[src/pkg/tmds_pkg.sv]
package tmds_pkg;
  // clock and timing
  localparam int CLK_MHZ         = 250;
  localparam int EXCITE_HOLD_MS  = 20;
  localparam int EXCITE_HOLD_CYC = EXCITE_HOLD_MS * CLK_MHZ * 1000;
  localparam int SEL_STABLE_CYC  = 4;

  // operation data
  localparam int ENTRY_COUNT    = 8;
  localparam int TORQUE_MAX_PCT = 300;
  localparam int MV_PER_V       = 1000;

  // register byte offsets
  localparam logic [11:0] ADDR_CTRL       = 12'h000;
  localparam logic [11:0] ADDR_GAIN       = 12'h004;
  localparam logic [11:0] ADDR_BAND       = 12'h008;
  localparam logic [11:0] ADDR_MINON      = 12'h00c;
  localparam logic [11:0] ADDR_GEAR       = 12'h010;
  localparam logic [11:0] ADDR_STATUS     = 12'h014;
  localparam logic [11:0] ADDR_ENTRY_BASE = 12'h020;

  // control register bit positions
  localparam int CTRL_AUTO_OFS_BIT = 0;
  localparam int CTRL_CAPTURE_BIT  = 1;
  localparam int CTRL_ANA_SRC_BIT  = 8;
  localparam int CTRL_ROT_BIT      = 9;

  // values after reset
  localparam logic [8:0]  GAIN_RST       = 9'h01e;
  localparam logic [15:0] OFS_RST        = 16'h0000;
  localparam logic [15:0] BAND_RST       = 16'h000a;
  localparam logic [31:0] MINON_RST      = 32'h00000000;
  localparam logic [15:0] GEAR_RST       = 16'h0001;
  localparam logic        ANA_SRC_RST    = 1'b1;
  localparam logic        ROT_RST        = 1'b0;

  // software settings
  typedef struct packed {
    logic               auto_ofs;
    logic [8:0]         gain;
    logic signed [15:0] ofs_mv;
    logic [15:0]        band;
    logic [31:0]        min_on;
    logic [15:0]        num;
    logic [15:0]        den;
  } tmds_cfg_t;

  // one stored operation data word
  typedef struct packed {
    logic [15:0] limit;
    logic [6:0]  unused;
    logic [8:0]  torque;
  } tmds_entry_t;

  // drive command towards the power stage
  typedef struct packed {
    logic signed [9:0] torque;
    logic [15:0]       limit;
    logic              excite;
  } tmds_drive_t;

  typedef enum logic [1:0] {
    RUN_IDLE = 2'b00,
    RUN_ON   = 2'b01,
    RUN_HOLD = 2'b10
  } tmds_run_t;
endpackage

[src/tmds_entry_mem.sv]
`timescale 1ns/1ps
module tmds_entry_mem #(
  parameter int DEPTH = 8,
  parameter int WIDTH = 32
) (
  // clock and reset
  input  wire logic                     sys_clk,
  input  wire logic                     rst_b,
  input  wire logic                     clk_en,
  // write port
  input  wire logic                     we,
  input  wire logic [$clog2(DEPTH)-1:0] waddr,
  input  wire logic [WIDTH-1:0]         wdata,
  // read ports
  input  wire logic [$clog2(DEPTH)-1:0] a_addr,
  output logic      [WIDTH-1:0]         a_data,
  input  wire logic [$clog2(DEPTH)-1:0] b_addr,
  output logic      [WIDTH-1:0]         b_data
);
  logic [WIDTH-1:0] mem [DEPTH];

  if (DEPTH < 2) $error("tmds_entry_mem: depth below 2");

  always_ff @(posedge sys_clk or negedge rst_b) begin
    if (!rst_b) begin
      for (int i = 0; i < DEPTH; i++) begin
        mem[i] <= '0;
      end
      a_data <= '0;
      b_data <= '0;
    end else if (clk_en) begin
      if (we) begin
        mem[waddr] <= wdata;
      end
      a_data <= mem[a_addr];
      b_data <= mem[b_addr];
    end
  end
endmodule

[src/tmds_torque_select.sv]
// Decided for this implementation: the address map and register access over APB.
`timescale 1ns/1ps
module tmds_torque_select
  import tmds_pkg::*;
#(
  parameter int HOLD_CYCLES = tmds_pkg::EXCITE_HOLD_CYC,
  parameter int STABLE      = tmds_pkg::SEL_STABLE_CYC
) (
  // clock and reset
  input  wire logic               sys_clk,
  input  wire logic               rst_b,
  input  wire logic               clk_en,
  // apb slave
  input  wire logic               psel,
  input  wire logic               penable,
  input  wire logic               pwrite,
  input  wire logic [11:0]        paddr,
  input  wire logic [31:0]        pwdata,
  output logic      [31:0]        prdata,
  output logic                    pready,
  output logic                    pslverr,
  // stored system settings
  input  wire logic               nv_analog_source_enable,
  input  wire logic               nv_rotation_sense,
  // host select and run
  input  wire logic               data_select_bit0,
  input  wire logic               data_select_bit1,
  input  wire logic               data_select_bit2,
  input  wire logic               run_forward_input,
  input  wire logic               run_reverse_input,
  // analog and motor feedback
  input  wire logic [8:0]         internal_torque_knob,
  input  wire logic signed [15:0] ext_analog_mv,
  input  wire logic [15:0]        motor_speed,
  input  wire logic               enc_pulse,
  input  wire logic               enc_dir,
  // outputs
  output tmds_pkg::tmds_drive_t   drive,
  output logic                    motion_flag,
  output logic                    zero_speed_flag,
  output logic                    enc_out_pulse,
  output logic                    enc_out_dir
);
  import tmds_pkg::*;

  if (HOLD_CYCLES < 1 || STABLE < 1 || STABLE > 255) $error("tmds: bad parameter");

  function automatic logic [8:0] clamp_pct(input logic signed [31:0] v);
    if (v < 0) begin
      return 9'h000;
    end else if (v > TORQUE_MAX_PCT) begin
      return 9'(TORQUE_MAX_PCT);
    end else begin
      return v[8:0];
    end
  endfunction

  //////////////////////////////////////////////////////////////////////////////
  // system settings applied once after reset
  logic ana_src, rot_sense, loaded;
  logic next_ana_src, next_rot_sense, next_loaded;

  always_comb begin
    next_ana_src   = ana_src;
    next_rot_sense = rot_sense;
    next_loaded    = 1'b1;
    if (!loaded) begin
      next_ana_src   = nv_analog_source_enable;
      next_rot_sense = nv_rotation_sense;
    end
  end

  always_ff @(posedge sys_clk or negedge rst_b) begin
    if (!rst_b) begin
      ana_src   <= ANA_SRC_RST;
      rot_sense <= ROT_RST;
      loaded    <= 1'b0;
    end else if (clk_en) begin
      ana_src   <= next_ana_src;
      rot_sense <= next_rot_sense;
      loaded    <= next_loaded;
    end
  end

  //////////////////////////////////////////////////////////////////////////////
  // apb register file
  tmds_cfg_t          cfg, next_cfg;
  logic signed [15:0] auto_mv, next_auto_mv;
  logic [31:0]        next_prdata;
  logic               ack, next_ack, err, next_err;
  logic               is_entry, mapped, done, mem_we;
  logic [31:0]        mem_a_data, mem_b_data;
  logic [2:0]         active_sel, b_sel;
  tmds_entry_t        wentry;

  assign pready  = ack;
  assign pslverr = ack & err;

  always_comb begin
    wentry      = pwdata;
    is_entry    = paddr[11:5] == ADDR_ENTRY_BASE[11:5];
    mapped      = is_entry || paddr == ADDR_CTRL || paddr == ADDR_GAIN || paddr == ADDR_BAND
                  || paddr == ADDR_MINON || paddr == ADDR_GEAR || paddr == ADDR_STATUS;
    done        = psel & penable & ack;
    next_ack    = psel & penable & ~ack;
    next_err    = err;
    next_prdata = prdata;
    next_cfg    = cfg;
    next_auto_mv = auto_mv;
    mem_we      = 1'b0;
    if (next_ack) begin
      next_err = !mapped || (pwrite && is_entry && wentry.torque > TORQUE_MAX_PCT);
      if (!pwrite) begin
        case (paddr)
          ADDR_CTRL:   next_prdata = {22'h0, rot_sense, ana_src, 7'h0, cfg.auto_ofs};
          ADDR_GAIN:   next_prdata = {cfg.ofs_mv, 7'h0, cfg.gain};
          ADDR_BAND:   next_prdata = {16'h0, cfg.band};
          ADDR_MINON:  next_prdata = cfg.min_on;
          ADDR_GEAR:   next_prdata = {cfg.den, cfg.num};
          ADDR_STATUS: next_prdata = {6'h0, drive.torque, 9'h0, motion_flag,
                                      zero_speed_flag, drive.excite, 1'b0, active_sel};
          default:     next_prdata = is_entry ? mem_a_data : 32'h0;
        endcase
      end
    end
    if (done && pwrite && !err) begin
      case (paddr)
        ADDR_CTRL: begin
          next_cfg.auto_ofs = pwdata[CTRL_AUTO_OFS_BIT];
          if (pwdata[CTRL_CAPTURE_BIT] && cfg.auto_ofs) begin
            next_auto_mv = ext_analog_mv;
          end
        end
        ADDR_GAIN: begin
          next_cfg.gain   = clamp_pct(32'(pwdata[8:0]));
          next_cfg.ofs_mv = pwdata[31:16];
        end
        ADDR_BAND:  next_cfg.band = pwdata[15:0];
        ADDR_MINON: next_cfg.min_on = pwdata;
        ADDR_GEAR: begin
          next_cfg.num = pwdata[15:0];
          next_cfg.den = pwdata[31:16];
        end
        default:    mem_we = is_entry;
      endcase
    end
  end

  always_ff @(posedge sys_clk or negedge rst_b) begin
    if (!rst_b) begin
      cfg     <= '{auto_ofs: 1'b0, gain: GAIN_RST, ofs_mv: OFS_RST, band: BAND_RST,
                   min_on: MINON_RST, num: GEAR_RST, den: GEAR_RST};
      auto_mv <= OFS_RST;
      ack     <= 1'b0;
      err     <= 1'b0;
      prdata  <= 32'h0;
    end else if (clk_en) begin
      cfg     <= next_cfg;
      auto_mv <= next_auto_mv;
      ack     <= next_ack;
      err     <= next_err;
      prdata  <= next_prdata;
    end
  end

  tmds_entry_mem #(
    .DEPTH (ENTRY_COUNT),
    .WIDTH (32)
  ) u_mem (
    .sys_clk (sys_clk),
    .rst_b   (rst_b),
    .clk_en  (clk_en),
    .we      (mem_we),
    .waddr   (paddr[4:2]),
    .wdata   (pwdata),
    .a_addr  (paddr[4:2]),
    .a_data  (mem_a_data),
    .b_addr  (active_sel),
    .b_data  (mem_b_data)
  );

  //////////////////////////////////////////////////////////////////////////////
  // entry select with stability filter
  logic [2:0] sel_raw, sel_now, next_sel_raw, next_active_sel;
  logic [7:0] stab_cnt, next_stab_cnt;

  always_comb begin
    sel_now         = {data_select_bit2, data_select_bit1, data_select_bit0};
    next_sel_raw    = sel_now;
    next_stab_cnt   = stab_cnt;
    next_active_sel = active_sel;
    if (sel_now != sel_raw) begin
      next_stab_cnt = 8'h00;
    end else if (stab_cnt < 8'(STABLE - 1)) begin
      next_stab_cnt = stab_cnt + 8'h01;
    end else begin
      next_active_sel = sel_raw;
    end
  end

  always_ff @(posedge sys_clk or negedge rst_b) begin
    if (!rst_b) begin
      sel_raw    <= 3'h0;
      stab_cnt   <= 8'h00;
      active_sel <= 3'h0;
      b_sel      <= 3'h0;
    end else if (clk_en) begin
      sel_raw    <= next_sel_raw;
      stab_cnt   <= next_stab_cnt;
      active_sel <= next_active_sel;
      b_sel      <= active_sel;
    end
  end

  //////////////////////////////////////////////////////////////////////////////
  // torque source, run sequence and motion output
  tmds_run_t          run_st, next_run_st;
  tmds_drive_t        next_drive;
  tmds_entry_t        cur;
  logic [31:0]        hold_cnt, next_hold_cnt, mon_cnt, next_mon_cnt;
  logic               run_req, negate, over, next_motion, next_zero;
  logic signed [15:0] ofs_sel;
  logic signed [31:0] ana_pct;
  logic [8:0]         mag;

  always_comb begin
    cur     = mem_b_data;
    ofs_sel = cfg.auto_ofs ? auto_mv : cfg.ofs_mv;
    ana_pct = ((32'(ext_analog_mv) - 32'(ofs_sel)) * $signed(32'(cfg.gain))) / MV_PER_V;
    if (ana_src && b_sel == 3'h0) begin
      mag = clamp_pct(32'(internal_torque_knob));
    end else if (ana_src && b_sel == 3'h1) begin
      mag = clamp_pct(ana_pct);
    end else begin
      mag = cur.torque;
    end
    run_req       = run_forward_input ^ run_reverse_input;
    negate        = run_reverse_input ^ rot_sense;
    over          = motor_speed > cur.limit;
    next_run_st   = run_st;
    next_hold_cnt = hold_cnt;
    next_drive    = '{torque: 10'sh000, limit: cur.limit, excite: 1'b0};
    case (run_st)
      RUN_IDLE: begin
        if (run_req) begin
          next_run_st = RUN_ON;
        end
      end
      RUN_ON: begin
        if (!run_req) begin
          next_run_st   = RUN_HOLD;
          next_hold_cnt = 32'(HOLD_CYCLES);
        end
      end
      RUN_HOLD: begin
        if (run_req) begin
          next_run_st = RUN_ON;
        end else if (hold_cnt <= 32'h1) begin
          next_run_st = RUN_IDLE;
        end else begin
          next_hold_cnt = hold_cnt - 32'h1;
        end
      end
      default: next_run_st = RUN_IDLE;
    endcase
    if (next_run_st == RUN_ON) begin
      next_drive.excite = 1'b1;
      if (!over) begin
        next_drive.torque = negate ? -$signed({1'b0, mag}) : $signed({1'b0, mag});
      end
    end else if (next_run_st == RUN_HOLD) begin
      next_drive.excite = 1'b1;
    end
    next_zero    = motor_speed <= cfg.band;
    next_mon_cnt = (run_st == RUN_ON && !zero_speed_flag) ? cfg.min_on :
                   (mon_cnt != 32'h0 ? mon_cnt - 32'h1 : 32'h0);
    next_motion  = (run_st == RUN_ON && !zero_speed_flag) || mon_cnt != 32'h0;
  end

  always_ff @(posedge sys_clk or negedge rst_b) begin
    if (!rst_b) begin
      run_st          <= RUN_IDLE;
      hold_cnt        <= 32'h0;
      mon_cnt         <= 32'h0;
      drive           <= '0;
      motion_flag     <= 1'b0;
      zero_speed_flag <= 1'b1;
    end else if (clk_en) begin
      run_st          <= next_run_st;
      hold_cnt        <= next_hold_cnt;
      mon_cnt         <= next_mon_cnt;
      drive           <= next_drive;
      motion_flag     <= next_motion;
      zero_speed_flag <= next_zero;
    end
  end

  //////////////////////////////////////////////////////////////////////////////
  // encoder output gear
  logic [16:0] acc, next_acc, sum;
  logic        next_enc_pulse;

  always_comb begin
    sum            = acc + (enc_pulse ? {1'b0, cfg.num} : 17'h0);
    next_acc       = sum;
    next_enc_pulse = 1'b0;
    if (cfg.den != 16'h0 && sum >= {1'b0, cfg.den}) begin
      next_acc       = sum - {1'b0, cfg.den};
      next_enc_pulse = 1'b1;
    end
  end

  always_ff @(posedge sys_clk or negedge rst_b) begin
    if (!rst_b) begin
      acc           <= 17'h0;
      enc_out_pulse <= 1'b0;
      enc_out_dir   <= 1'b0;
    end else if (clk_en) begin
      acc           <= next_acc;
      enc_out_pulse <= next_enc_pulse;
      enc_out_dir   <= enc_dir;
    end
  end
endmodule

[config.mk]
export PLATFORM = sky130hd
export DESIGN_NAME = tmds_torque_select
export DESIGN_NICKNAME = d
export VERILOG_FILES = /design/src/pkg/tmds_pkg.sv /design/src/tmds_entry_mem.sv /design/src/tmds_torque_select.sv
export SDC_FILE = /design/constraint.sdc
export NUM_CORES = 2
export LEC_CHECK = 0
export BUFFER_PORTS_ARGS = -buffer_cell sky130_fd_sc_hd__buf_2
export CAP_MARGIN = 0
export CORE_MARGIN = 2
export CORE_UTILIZATION = 45
export DETAILED_ROUTE_END_ITERATION = 12
export SKIP_LAST_GASP = 1
export SLEW_MARGIN = 20
export SYNTH_ARGS = -nofsm -noshare
export SYNTH_HDL_FRONTEND = slang
export SYNTH_SLANG_ARGS = --single-unit
[constraint.sdc]
create_clock -name sys_clk -period 33.6 [get_ports sys_clk]
set_input_delay 6.72 -clock sys_clk [delete_from_list [all_inputs] [get_ports sys_clk]]
set_output_delay 6.72 -clock sys_clk [all_outputs]
set_load 0.01 [all_outputs]
Word-level counts from Yosys, hierarchy flattened
Index checks and enable logic that the tools add are counted.
W data, S select, Z words.
Storage, ports and cells
  register bits: 610
  bits in latches: 0
  memory bits (writable): 0
  bits in read-only memories: 0
  input bits: 100
  output and inout bits: 65
  word-level logic and storage cells: 172
  memories: 0
Cells by class
  add/subtract/negate cells: 7
  multiply operators: 1
  divide/modulo/power cells: 1
  magnitude comparators: 13
  equality and inequality tests: 15
  shift-type cells: 0
  muxes and demuxes: 41
  bitwise logic cells: 13
  reduce and logical (&&, ||, !) cells: 42
Operators with widths (count)
  $mux W32: 11
  $bwmux W256: 1
  $bmux W32 S3: 2
  $pmux W32 S6: 1
  $demux W32 S3: 1
  $pmux W32 S2: 1
  $sub A32 B1 Y32 const B: 2
  $mux W9: 6
  $div A32 B11 Y32 const B: 1
  $gt A32 B10 Y1 const B: 1
  $le A32 B1 Y1 const B: 1
  $lt A32 B1 Y1 const B: 1
  $mux W16: 2
  $reduce_bool A32 Y1: 1
  $mux W10: 3
  $gt A9 B9 Y1 const B: 3
  $mul A17 B10 Y27: 1
  $eq A12 B4 Y1 const B: 2
  $eq A12 B5 Y1 const B: 2
  $reduce_and A3 Y1: 7
  $add A17 B16 Y17: 1
  $ge A17 B16 Y1: 1
  $mux W17: 1
  $sub A16 B16 Y17: 1
  35 further kinds: 79

Depth between registers and ports, before layout
  word-level depth: 13
  gate-level depth with buffers: 101
  gate-level depth less buffers: 89

By module
A second synthesis with hierarchy kept.
Second synthesis, totals
  cell total of the unflattened synthesis: 4565
  area total of the unflattened synthesis: 45075.7 sq um
By module, submodules not included
  tmds_torque_select: instances 1, cells an instance 3283, area each 28733.8 sq um
  tmds_entry_mem: instances 1, cells an instance 1282, area each 16341.9 sq um

Worst setup path after synthesis
No wires, ideal clock.
  path kind: in2reg
  start: input port ext_analog_mv[1]
  end: register drive[25] in the netlist's numbering
  library setup time: 0.146 ns
  arrival time: 26.676 ns
  data required time: 33.454 ns
  slack: 6.778 ns
  stages: 91
  path buffers: 7
  cell sequence: ha_1 -> nor2b_1 -> o21ai_0 -> nand2b_1 -> a21o_1 -> a21o_1 -> a21o_1 -> a21oi_1 -> nor2b_1 -> o21ai_0 -> nand2b_1 -> a21o_1 -> a21o_1 -> a21oi_1 -> o21bai_1 -> xor2_1 -> nand2_1 -> fa_1 -> (+55 left out) -> a21oi_1 -> o21ai_0 -> a211o_1 -> o31ai_4 -> mux2_2 -> a32oi_2 -> ha_1 -> inv_1 -> nor2_1 -> a31oi_1 -> xnor2_1 -> inv_1 -> nor4_1 -> o31ai_2 -> nand4_2 -> nand4b_1 -> mux2i_1 -> o221ai_1
On the way
  longest elaborated chain between the ends: 12
Ends and longest elaborated chain
  start, declared: line tmds_torque_select.sv:33  | input wire logic signed [15:0] ext_analog_mv,
  $sub A16 B16 Y17 (*): line tmds_torque_select.sv:229  | ana_pct = ((32'(ext_analog_mv) - 32'(ofs_sel)) * $signed(32'(cfg.gain))) / MV_PER_V;
  $mul A17 B10 Y27 (*): line tmds_torque_select.sv:229
  $div A32 B11 Y32 (*): line tmds_torque_select.sv:229
  $gt A32 B10 Y1: line tmds_torque_select.sv:51  | end else if (v > TORQUE_MAX_PCT) begin
  $mux W9: line tmds_torque_select.sv:51
  $mux W9 (*): line tmds_torque_select.sv:49  | if (v < 0) begin
  $mux W9 (*): line tmds_torque_select.sv:232  | end else if (ana_src && b_sel == 3'h1) begin
  $mux W9 (*): line tmds_torque_select.sv:230  | if (ana_src && b_sel == 3'h0) begin
  $neg A9 Y10: line tmds_torque_select.sv:269  | next_drive.torque = negate ? -$signed({1'b0, mag}) : $signed({1'b0, mag});
  $mux W10 (*): line tmds_torque_select.sv:269
  $mux W10 (*): line tmds_torque_select.sv:268  | if (!over) begin
  $mux W10 (*): line tmds_torque_select.sv:266  | if (next_run_st == RUN_ON) begin
  end signal, assigned: line tmds_torque_select.sv:292  | drive <= next_drive;
  end, declared: line tmds_torque_select.sv:38  | output tmds_pkg::tmds_drive_t drive,
Mark *: on every way between the ends. The rest lies on a longest branch, timed or not.
A chain may end at the register's enable or synchronous reset.

Worst setup path in the final report
Ends and elaborated chain as after synthesis.

==> results.cfg <==
[run_status]
status = completed

[floorplanning]
rows = 114
top_level_ports = 165
die-width_um = 315
core_um2 = 96400
chipHeight_um = 315
die_area_um2 = 99400
start_util = 0.452

[synthesis]
ys_types = 142
synth-async-reset-ratio = 1.00
netlist_area_um2 = 43600
synth-edff-count = 0
ys.flop_type = dfrtp_1
syn-num-nets = 4663
yosys_register_bits = 603
seq_area_frac_synth = 0.346
yosys_warnings = 0
synth_area_per_cell_um2 = 10.2
netlist_instances = 4281

[sta]
fmax_ghz = 0.0332
rsz0062_at_grt = no
period_needed_ns = 30.08
finalSetupViolCount = 0
whs_ns = 0.476
timing.setup.tns_ns = 0
hold_viol_final = 0
max_slew.worst_pin.slew_ns = 1.26
fin_crit_sh = 0.895
drv_slew = 0
fin_ws_ns = 3.52
finClkSkew_ns = 0.0232
slew_headroom = 0.159

[global_route]
grt_usage = 0.254
grt_pass1_vias = 33122
grt_overflow_total = 0
antenna_found_initial = 12
grt_max_degree = 172
grt_pass1_wl_um = 197000

[layout]
nets = 4715
area_growth_pct = 9.92
multi_input_area_um2 = 26700
post-route-util = 0.497
drive_gt1_frac = 0.222
n_fill_cell = 8961
seq_area_um2 = 15100

[detailed_routing]
wl_per_cell_um = 22.3
drc = 0
ant_nets = 0
first_iter_violations = 2790
drt_first_pass_iters = 6
avgViaCountPerCell = 5.98
via_count = 33858
routed_wl_um = 126000

[critical_path]
slowest_stage = o31ai_2
max_stage_delay_ns = 0.85
path_max_fanout = 36
cp.arrival_ns = 30.56
critPathTopFamily = compound AO/OA/AOI/OAI gates
r2r_end = drive[25]$_DFFE_PN0P_
end_kind = register
worst-r2r-setup-slack_ns = 8.72
r2r_cells = 87
startpoint_type = input port
r2r_start = cfg[105]$_DFFE_PN0P_
worst-path-stages = 86
crit_required_ns = 34.08
worst-path-buf-inv = 7
critPathKind = input port to register

[clock_tree]
postCtsHoldBufs = 0
cts_tree = yes
clk_path_buf_depth = 3
cts_num_sinks = 603
cts_made_buffers = 67
post_cts.repair.setup_buffers = 0
path_clk_slew_ns = 0.06
clock-root-buffer = clkbuf_16
cts_htree_levels = 3
cts_resized = 0
clk_latency_ns = 0.62

[place]
portBuffers = 164
pre_cts_ws_ns = 3.03
gp_congestion = 0.898
dp.final_hpwl_um = 92400

[pwr]
finalPower_w = 0.00183
p_per_area_nw_per_um2 = 38.2
irDropWorstVdd_v = 0.0000398
leakage_nw = 21.9

[min_path]
min_path_type = register to register
hp-start = loaded$_DFFE_PN0P_
min_path_cells = 1
holdPathEnd = loaded$_DFFE_PN0P_

[job]
maxCapViolations = 0
[flip-flops by register name, summed over array words and instances (netlist names), 2 cells and up]
signal,flops
acc,17
active_sel,3
auto_mv,16
b_sel,3
cfg,106
drive,27
hold_cnt,32
mon_cnt,32
prdata,32
run_st,2
sel_raw,3
stab_cnt,8
u_mem.a_data,32
u_mem.b_data,25
u_mem.mem,256
[placed cells by master, fill, tap and decap left out, types with 22 or more instances in the layout]
cell       instances
nor4_1            51
nor2_1           288
nor2b_1           38
clkbuf_16         68
ha_1             150
xnor2_1          122
o21ai_0          168
fa_1             132
mux2i_1           91
o21bai_1          23
a221oi_1          25
a21oi_1          266
o211ai_1          24
or3_1             37
mux2_2           408
dfrtp_1          590
nand4_1           22
mux4_2           114
nand2b_1          43
a211oi_1          26
nor3_1            98
xor2_1            49
and2_1           103
inv_1            261
a21o_1            58
nand2_1          308
a22oi_1           34
buf_4             56
a31oi_1           42
nand3_1           51
buf_2            160
[worst max-delay path by stage]
| stage | end | startpoint | slack (ns) |
|---|---|---|---|
| finish | drive[25]$_DFFE_PN0P_ | ext_analog_mv[1] | 3.52 |
| detailed placement | drive[25]$_DFFE_PN0P_ | ext_analog_mv[1] | 3.03 |
| global placement | drive[25]$_DFFE_PN0P_ | ext_analog_mv[1] | 3.62 |
| floorplan | drive[25]$_DFFE_PN0P_ | ext_analog_mv[1] | 6.78 |
| global route | drive[25]$_DFFE_PN0P_ | ext_analog_mv[1] | 1.42 |
| CTS | drive[25]$_DFFE_PN0P_ | ext_analog_mv[1] | 3.59 |
[cells by family (layout without fill, tap and decap cells)]
group	count (synthesis)	after routing	synth area share
adders and majority gates	287	287	0.105
xor gates and xnor gates	178	178	0.0369
buffers and inverters	498	600	0.0439
muxes	617	617	0.187
DFF	603	603	0.346
AOI/OAI and AO/OA	947	947	0.151
other	0	2	0
and+or+nand+nor	1151	1151	0.131
[synthesized netlist by cell type, types with 51 or more instances]
cell / n / share of area
a21o_1: 58 / 0.010
a21oi_1: 266 / 0.031
and2_1: 103 / 0.015
clkbuf_1: 175 / 0.015
dfrtp_1: 593 / 0.34
fa_1: 132 / 0.061
ha_1: 150 / 0.043
inv_1: 261 / 0.022
mux2_2: 408 / 0.11
mux2i_1: 91 / 0.021
mux4_2: 114 / 0.059
nand2_1: 309 / 0.027
nand3_1: 52 / 0.0060
nor2_1: 291 / 0.025
nor3_1: 101 / 0.012
nor4_1: 51 / 0.0073
o21ai_0: 168 / 0.019
xnor2_1: 123 / 0.025
[routing by layer]
metal | up-vias | GRT usage | share of wire
met2 | 942 | 0.419 | 0.48
met1 | 17081 | 0.342 | 0.43
met3 | 201 | 0.0364 | 0.054
li1 | 15622 | - | -
met5 | - | 0 | 0.00050
met4 | 12 | 0.0863 | 0.033
[metrics by stage]
step           std cells  instance area (µm²)
6_report            5661                47900
5_1_grt             5661                47900
4_1_cts             5659                47900
3_5_place_dp        5540                45600
3_3_place_gp        5540                45600
2_1_floorplan       4281                43600
[layout make-up]
class                   count  share of cell area
flip-flops and latches    603               0.315
multi-input cells        3180               0.557
clock buffers              96              0.0406
well taps                1276              0.0333
diodes                      2            0.000104
repair buffers            219              0.0265
inverters                 262              0.0205
clock inverters            23             0.00697
[where the power goes]
| part | internal [W] | total, W | switching (W) |
|---|---|---|---|
| registers | 0.000769 | 0.000818 | 0.0000492 |
| clock network | 0.000446 | 0.000759 | 0.000313 |
| logic | 0.0000907 | 0.000251 | 0.000160 |
Power figures use the tool's default switching activity.
